File: src/hold_pkg.sv
// Constants shared by the primary bus hold logic and its phase divider.
// Assumes a single 200 MHz system clock drives every file.
package hold_pkg;

  localparam int ADDR_W         = 24;
  localparam int DATA_W         = 32;
  // System clocks per half period of the phase clock
  localparam int PHASE_HALF_CYC = 2;
  // Phase-clock cycles that the strobe stays low in one bus cycle
  localparam int STROBE_PHASES  = 1;
  localparam int CNT_W          = 8;
  localparam logic RESET_LEVEL  = 1'b0;

endpackage

File: src/primary_bus_hold_logic.sv
// Primary bus hold handshake, bus cycle sequencer and posted-write slot.
// Assumes request pins arrive synchronous to clk; the testbench reads
// the bus outputs directly and checks the active-low output enables.
`timescale 1ns/10ps

// Behaviour
// - The hold request may arrive at any time; a late one is answered one phase cycle later.
// - The request is sampled at the phase clock falling edge and the acknowledge changes only after it.
// - The disable input beats the request, ends any hold and refuses new ones.
// - While held the block makes no bus access and stalls only a bus request.
// - During a hold one write may be posted; a second write stalls.
// - The acknowledge goes low for a request and stays low one phase cycle after release.
// - While granted, strobe, read/write, address and data are floated; the first three are driven again after, data only on writes.
module primary_bus_hold_logic #(
  parameter int AW       = hold_pkg::ADDR_W,
  parameter int DW       = hold_pkg::DATA_W,
  parameter int STROBE_N = hold_pkg::STROBE_PHASES
) (
  input  wire logic          clk,
  input  wire logic          reset,
  input  wire logic          hold_req_n,
  input  wire logic          request_override_disable,
  input  wire logic          cpu_req,
  input  wire logic          cpu_we,
  input  wire logic [AW-1:0] cpu_addr,
  input  wire logic [DW-1:0] cpu_wdata,
  output logic               cpu_done,
  output logic [DW-1:0]      cpu_rdata,
  output logic               primary_phase_clock,
  output logic               bus_grant_ack_n,
  output logic               bus_strobe_n,
  output logic               bus_strobe_oe_n,
  output logic               bus_rw,
  output logic               bus_rw_oe_n,
  output logic [AW-1:0]      bus_addr,
  output logic               bus_addr_oe_n,
  output logic [DW-1:0]      bus_data_out,
  input  wire logic [DW-1:0] bus_data_in,
  output logic               bus_data_oe_n
);

  // ***************************************************************
  // State
  // ***************************************************************
  typedef enum logic [1:0] {IDLE, CYCLE, HOLD} state_e;

  typedef struct packed {
    state_e                     st;
    logic                       tail;
    logic [hold_pkg::CNT_W-1:0] cnt;
    logic                       cur_we;
    logic                       cur_cpu;
    logic [AW-1:0]              cur_addr;
    logic [DW-1:0]              cur_data;
    logic                       pend_v;
    logic [AW-1:0]              pend_addr;
    logic [DW-1:0]              pend_data;
    logic                       done;
    logic [DW-1:0]              rdata;
  } hold_s;

  hold_s cur_ff;
  hold_s nxt_ff;
  logic  fall_en;
  logic  req_seen;

  phase_clock_gen #(
    .HALF_CYC (hold_pkg::PHASE_HALF_CYC)
  ) u_div (
    .clk                 (clk),
    .reset               (reset),
    .primary_phase_clock (primary_phase_clock),
    .phase_fall_en       (fall_en)
  );

  // Only looked at on the falling-edge pulse; a request that misses it
  // waits for the next phase cycle
  assign req_seen = ~hold_req_n;

  // ***************************************************************
  // Next state
  // ***************************************************************
  always_comb begin
    nxt_ff      = cur_ff;
    nxt_ff.done = 1'b0;
    unique case (cur_ff.st)
      IDLE: begin
        if (fall_en) begin
          if (req_seen && !request_override_disable) begin
            nxt_ff.st   = HOLD;
            nxt_ff.tail = 1'b0;
          end else if (cur_ff.pend_v) begin
            // Posted write drains before any new access
            nxt_ff.st       = CYCLE;
            nxt_ff.cnt      = '0;
            nxt_ff.cur_we   = 1'b1;
            nxt_ff.cur_cpu  = 1'b0;
            nxt_ff.cur_addr = cur_ff.pend_addr;
            nxt_ff.cur_data = cur_ff.pend_data;
            nxt_ff.pend_v   = 1'b0;
          end else if (cpu_req && !cur_ff.done) begin
            nxt_ff.st       = CYCLE;
            nxt_ff.cnt      = '0;
            nxt_ff.cur_we   = cpu_we;
            nxt_ff.cur_cpu  = 1'b1;
            nxt_ff.cur_addr = cpu_addr;
            nxt_ff.cur_data = cpu_wdata;
          end
        end
      end
      CYCLE: begin
        // Hold is not looked at here: the cycle always completes
        if (fall_en) begin
          if (cur_ff.cnt == hold_pkg::CNT_W'(STROBE_N - 1)) begin
            nxt_ff.st   = IDLE;
            nxt_ff.done = cur_ff.cur_cpu;
            if (!cur_ff.cur_we) begin
              nxt_ff.rdata = bus_data_in;
            end
          end else begin
            nxt_ff.cnt = cur_ff.cnt + hold_pkg::CNT_W'(1);
          end
        end
      end
      HOLD: begin
        // One write slot keeps the program running through the hold
        if (cpu_req && cpu_we && !cur_ff.pend_v && !cur_ff.done) begin
          nxt_ff.pend_v    = 1'b1;
          nxt_ff.pend_addr = cpu_addr;
          nxt_ff.pend_data = cpu_wdata;
          nxt_ff.done      = 1'b1;
        end
        if (fall_en) begin
          if (request_override_disable) begin
            nxt_ff.st = IDLE;
          end else if (req_seen) begin
            nxt_ff.tail = 1'b0;
          end else if (cur_ff.tail) begin
            nxt_ff.st = IDLE;
          end else begin
            nxt_ff.tail = 1'b1;
          end
        end
      end
      // Fourth code of the state field is never reached; recover to idle
      default: begin
        nxt_ff.st = IDLE;
      end
    endcase
  end

  always_ff @(posedge clk) begin
    if (reset) begin
      cur_ff    <= '0;
      cur_ff.st <= IDLE;
    end else begin
      cur_ff <= nxt_ff;
    end
  end

  // ***************************************************************
  // Pins
  // ***************************************************************
  assign bus_grant_ack_n = (cur_ff.st != HOLD);
  assign bus_strobe_n    = (cur_ff.st != CYCLE);
  assign bus_rw          = ~cur_ff.cur_we;
  assign bus_addr        = cur_ff.cur_addr;
  assign bus_data_out    = cur_ff.cur_data;
  assign bus_strobe_oe_n = (cur_ff.st == HOLD);
  assign bus_rw_oe_n     = (cur_ff.st == HOLD);
  assign bus_addr_oe_n   = (cur_ff.st == HOLD);
  // Data is driven only while writing, and never under a grant
  assign bus_data_oe_n   = !(cur_ff.st == CYCLE && cur_ff.cur_we);
  assign cpu_done        = cur_ff.done;
  assign cpu_rdata       = cur_ff.rdata;
endmodule // primary_bus_hold_logic

File: src/phase_clock_gen.sv
// Phase clock divider for the primary bus hold logic.
// Assumes clk is the only clock; the phase clock is a plain output.
`timescale 1ns/10ps

module phase_clock_gen #(
  parameter int HALF_CYC = hold_pkg::PHASE_HALF_CYC
) (
  input  wire logic clk,
  input  wire logic reset,
  output logic      primary_phase_clock,
  output logic      phase_fall_en
);

  typedef struct packed {
    logic [hold_pkg::CNT_W-1:0] cnt;
    logic                       level;
    logic                       fall;
  } div_s;

  div_s cur_ff;
  div_s nxt_ff;

  always_comb begin
    nxt_ff      = cur_ff;
    nxt_ff.fall = 1'b0;
    if (cur_ff.cnt == hold_pkg::CNT_W'(HALF_CYC - 1)) begin
      nxt_ff.cnt   = '0;
      nxt_ff.level = ~cur_ff.level;
      // Pulse lands in the same cycle as the falling level
      nxt_ff.fall  = cur_ff.level;
    end else begin
      nxt_ff.cnt = cur_ff.cnt + hold_pkg::CNT_W'(1);
    end
  end

  always_ff @(posedge clk) begin
    if (reset) begin
      cur_ff <= '{cnt: '0, level: hold_pkg::RESET_LEVEL, fall: 1'b0};
    end else begin
      cur_ff <= nxt_ff;
    end
  end

  assign primary_phase_clock = cur_ff.level;
  assign phase_fall_en       = cur_ff.fall;

endmodule // phase_clock_gen

File: config.mk
export PLATFORM = sky130hd
export DESIGN_NAME = primary_bus_hold_logic
export DESIGN_NICKNAME = d
export VERILOG_FILES = /design/src/hold_pkg.sv /design/src/primary_bus_hold_logic.sv /design/src/phase_clock_gen.sv
export SDC_FILE = /design/constraint.sdc
export NUM_CORES = 1
export LEC_CHECK = 0
export ABC_AREA = 1
export BUFFER_PORTS_ARGS = -buffer_cell sky130_fd_sc_hd__buf_4
export CAP_MARGIN = 0
export CORE_MARGIN = 8
export CORE_UTILIZATION = 30
export DETAILED_ROUTE_END_ITERATION = 12
export GPL_TIMING_DRIVEN = 1
export PLACE_DENSITY = 0.47
export SLEW_MARGIN = 20
export SYNTH_ARGS = -nofsm -noshare
export SYNTH_HDL_FRONTEND = slang
export SYNTH_SLANG_ARGS = --single-unit
File: constraint.sdc
create_clock -name clk -period 1.8 [get_ports clk]
set_input_delay 0.18 -clock clk [delete_from_list [all_inputs] [get_ports clk]]
set_output_delay 0.18 -clock clk [all_outputs]
set_load 0.005 [all_outputs]
==> reports/results.txt <==
routed vias/inst = 4.461
critical path class = register to output port
commonest non-fill, non-tap cell in the layout = buf_4
measured slew at the worst slew-check pin = 0.4653 ns
dpl hpwl = 14750 um
Post-Syn Area = 7796 um^2
CTS tree = yes
final hold violation count = 0
Final Critical Period = 1.689 ns
pwr/cell area = 868.2 nW/um^2
setup TNS = 0 ns
drt initial violations = 350
largest net degree at the start of global routing = 69
Fmax = 592.2 MHz
Synth cell types = 27
Synth warnings = 0
Design Power = 8.558 mW
outcome = complete, no violations
initial antenna violation count = 0
PortBufs = 190
Syn Inst Count = 1084
CP startpoint kind = register
htree depth = 4
Num CTS Buffers = 17
io pins = 191
core box area = 25760 um^2
total wire length = 21960 um
fin crit share = 0.9382
Worst slew margin = 0.6898
layout cells sized above 1 = 0.2215
Mean Syn Cell Area = 7.192 um^2
die area = 31400 um^2
DR WL/cell = 14.21 um
Hold Path Class = primary input to register
crit path max fanout = 8
Remaining Overflow, GRT = 0
sequential fraction of the synthesis area = 0.4340
Nets = 1298
maximum vdd drop = 0.5205 mV
Max Root-Sink Buffers = 2
Worst-path clk slew = 0.07 ns
clk_skew = 0.01225 ns
# clock sinks = 169
Total GRT Usage = 0.1388
Syn Nets = 1185
Clock Latency Late Sink = 0.42 ns
Pleak = 4.451 nW
most frequent cells in the layout = buf_4, nand2_1, nor2_1
gpl congestion = 0.7796
Setup Viol. Count Final = 0
DRC viols = 0
Critical Path AT = 1.51 ns
Die Ht = 177.2 um
vias = 6893
FP Rows = 59
Initial Util = 0.3026
first-pass GRT wire length = 35200 um
clk root buf = clkbuf_16
Pre-antenna DRT Iters = 4
CP endpoint kind = output port
antenna-violating nets left = 0
vias in the first global route = 6727
area grow syn2layout = 26.43%
Slew Viols, Final = 0
Max-cap violations = 0
required time worst endpoint = 1.62 ns
Die W = 177.2 um
antenna fix cells = 0
synthesized flop and latch total = 169
-- sequential cells by signal, summed over array words and instances, names as in the netlist --
signal                     cells
bus_addr                      24
bus_data_out                  32
cpu_done                       1
cpu_rdata                     32
cur_ff                        70
u_div.cur_ff                   8
u_div.phase_fall_en            1
u_div.primary_phase_clock      1
-- final cells by class --
class | instances | area (um^2)
tap | 335 | 419.2
timing repair buffer | 250 | 2071
clock inverter | 13 | 140.1
inverter | 80 | 305.3
multi-input combinational | 679 | 3092
clock buffer | 19 | 442.9
fill | 2747 | 15910
sequential | 169 | 3387
-- cells by family after synthesis --
| group | after synthesis | synth area share |
|---|---|---|
| adder cells (fa/ha/maj) | 7 | 0.01123 |
| AND/OR/NAND/NOR | 428 | 0.2261 |
| AO/OA/AOI/OAI | 243 | 0.1574 |
| flip-flops | 169 | 0.4340 |
| XOR/XNOR | 1 | 0.001124 |
| buffers and inverters | 236 | 0.1701 |
-- routing by layer --
layer / routed length (um) / global-route usage / vias to the layer above
li1: - / - / 3624
met1: 10550 / 0.1827 / 3111
met2: 9996 / 0.2193 / 145
met3: 1146 / 0.04011 / 13
met4: 261 / 0.03468 / 0
met5: 0 / 0 / -
-- cell usage after synthesis, drive strengths merged --
cell,count,area share
clkinv,1,0.00048
nor3b,1,0.00096
inv,79,0.038
a21oi,84,0.055
clkbuf,38,0.019
buf,118,0.11
nand4,37,0.030
nand2,184,0.089
ha,7,0.011
xor2,1,0.0011
or2,1,0.00080
o21ai,159,0.10
nand3,18,0.013
nor2,184,0.090
nor3,3,0.0034
dfxtp,169,0.43
-- worst max-delay path, cell delays in order, from the launching register on --
cell and delay, ns:
dfxtp_1 0.31, inv_1 0.09, ha_2 0.21, buf_4 0.18, clkinvlp_4 0.14, buf_4 0.16
-- report_power, final --
part / internal [mW] / total [mW] / switching [mW]
clock network: 2.10 / 3.69 / 1.59
registers: 3.89 / 3.96 / 0.0772
logic: 0.437 / 0.901 / 0.464
total: 6.42 / 8.56 / 2.13
-- worst paths after layout --
kind                                            startpoint                    endpoint  cells after the start  slack, ns
worst min register to register  cpu_rdata[29]$_SDFFE_PP0P_  cpu_rdata[29]$_SDFFE_PP0P_                      2       0.46
worst min-delay path                         cpu_wdata[14]     cur_ff[47]$_SDFFE_PP0P_                      3       0.02
worst max-delay path              cur_ff[158]$_SDFFE_PP0P_                bus_strobe_n                      5       0.11
worst max register to register    cur_ff[157]$_SDFFE_PP0P_    cur_ff[147]$_SDFFE_PP0P_                      8       0.17
-- metrics by stage --
| stage | utilization | instances | setup slack [ns] | area (um^2) | hold slack, ns |
|---|---|---|---|---|---|
| after floorplan | - | 1084 | 0.1985 | 7796 | 0.3149 |
| after global placement | 0.3458 | 1478 | 0.02975 | 8909 | 0.4176 |
| after detailed placement | 0.3458 | 1478 | -0.01891 | 8909 | 0.4216 |
| after CTS | 0.3814 | 1543 | 0.03187 | 9826 | 0.0002625 |
| after global routing | 0.3826 | 1545 | -0.002313 | 9857 | 0.006215 |
| final | 0.3826 | 1545 | 0.1113 | 9857 | 0.01597 |
-- repair_timing --
action,4_1_cts,5_1_grt
setup buffers,0,2
setup endpoints to repair,1,57
gates resized for setup,1,5
hold buffers,33,0
endpoints found under the hold margin,33,0
Note: power is estimated with default switching activity, not from simulation.
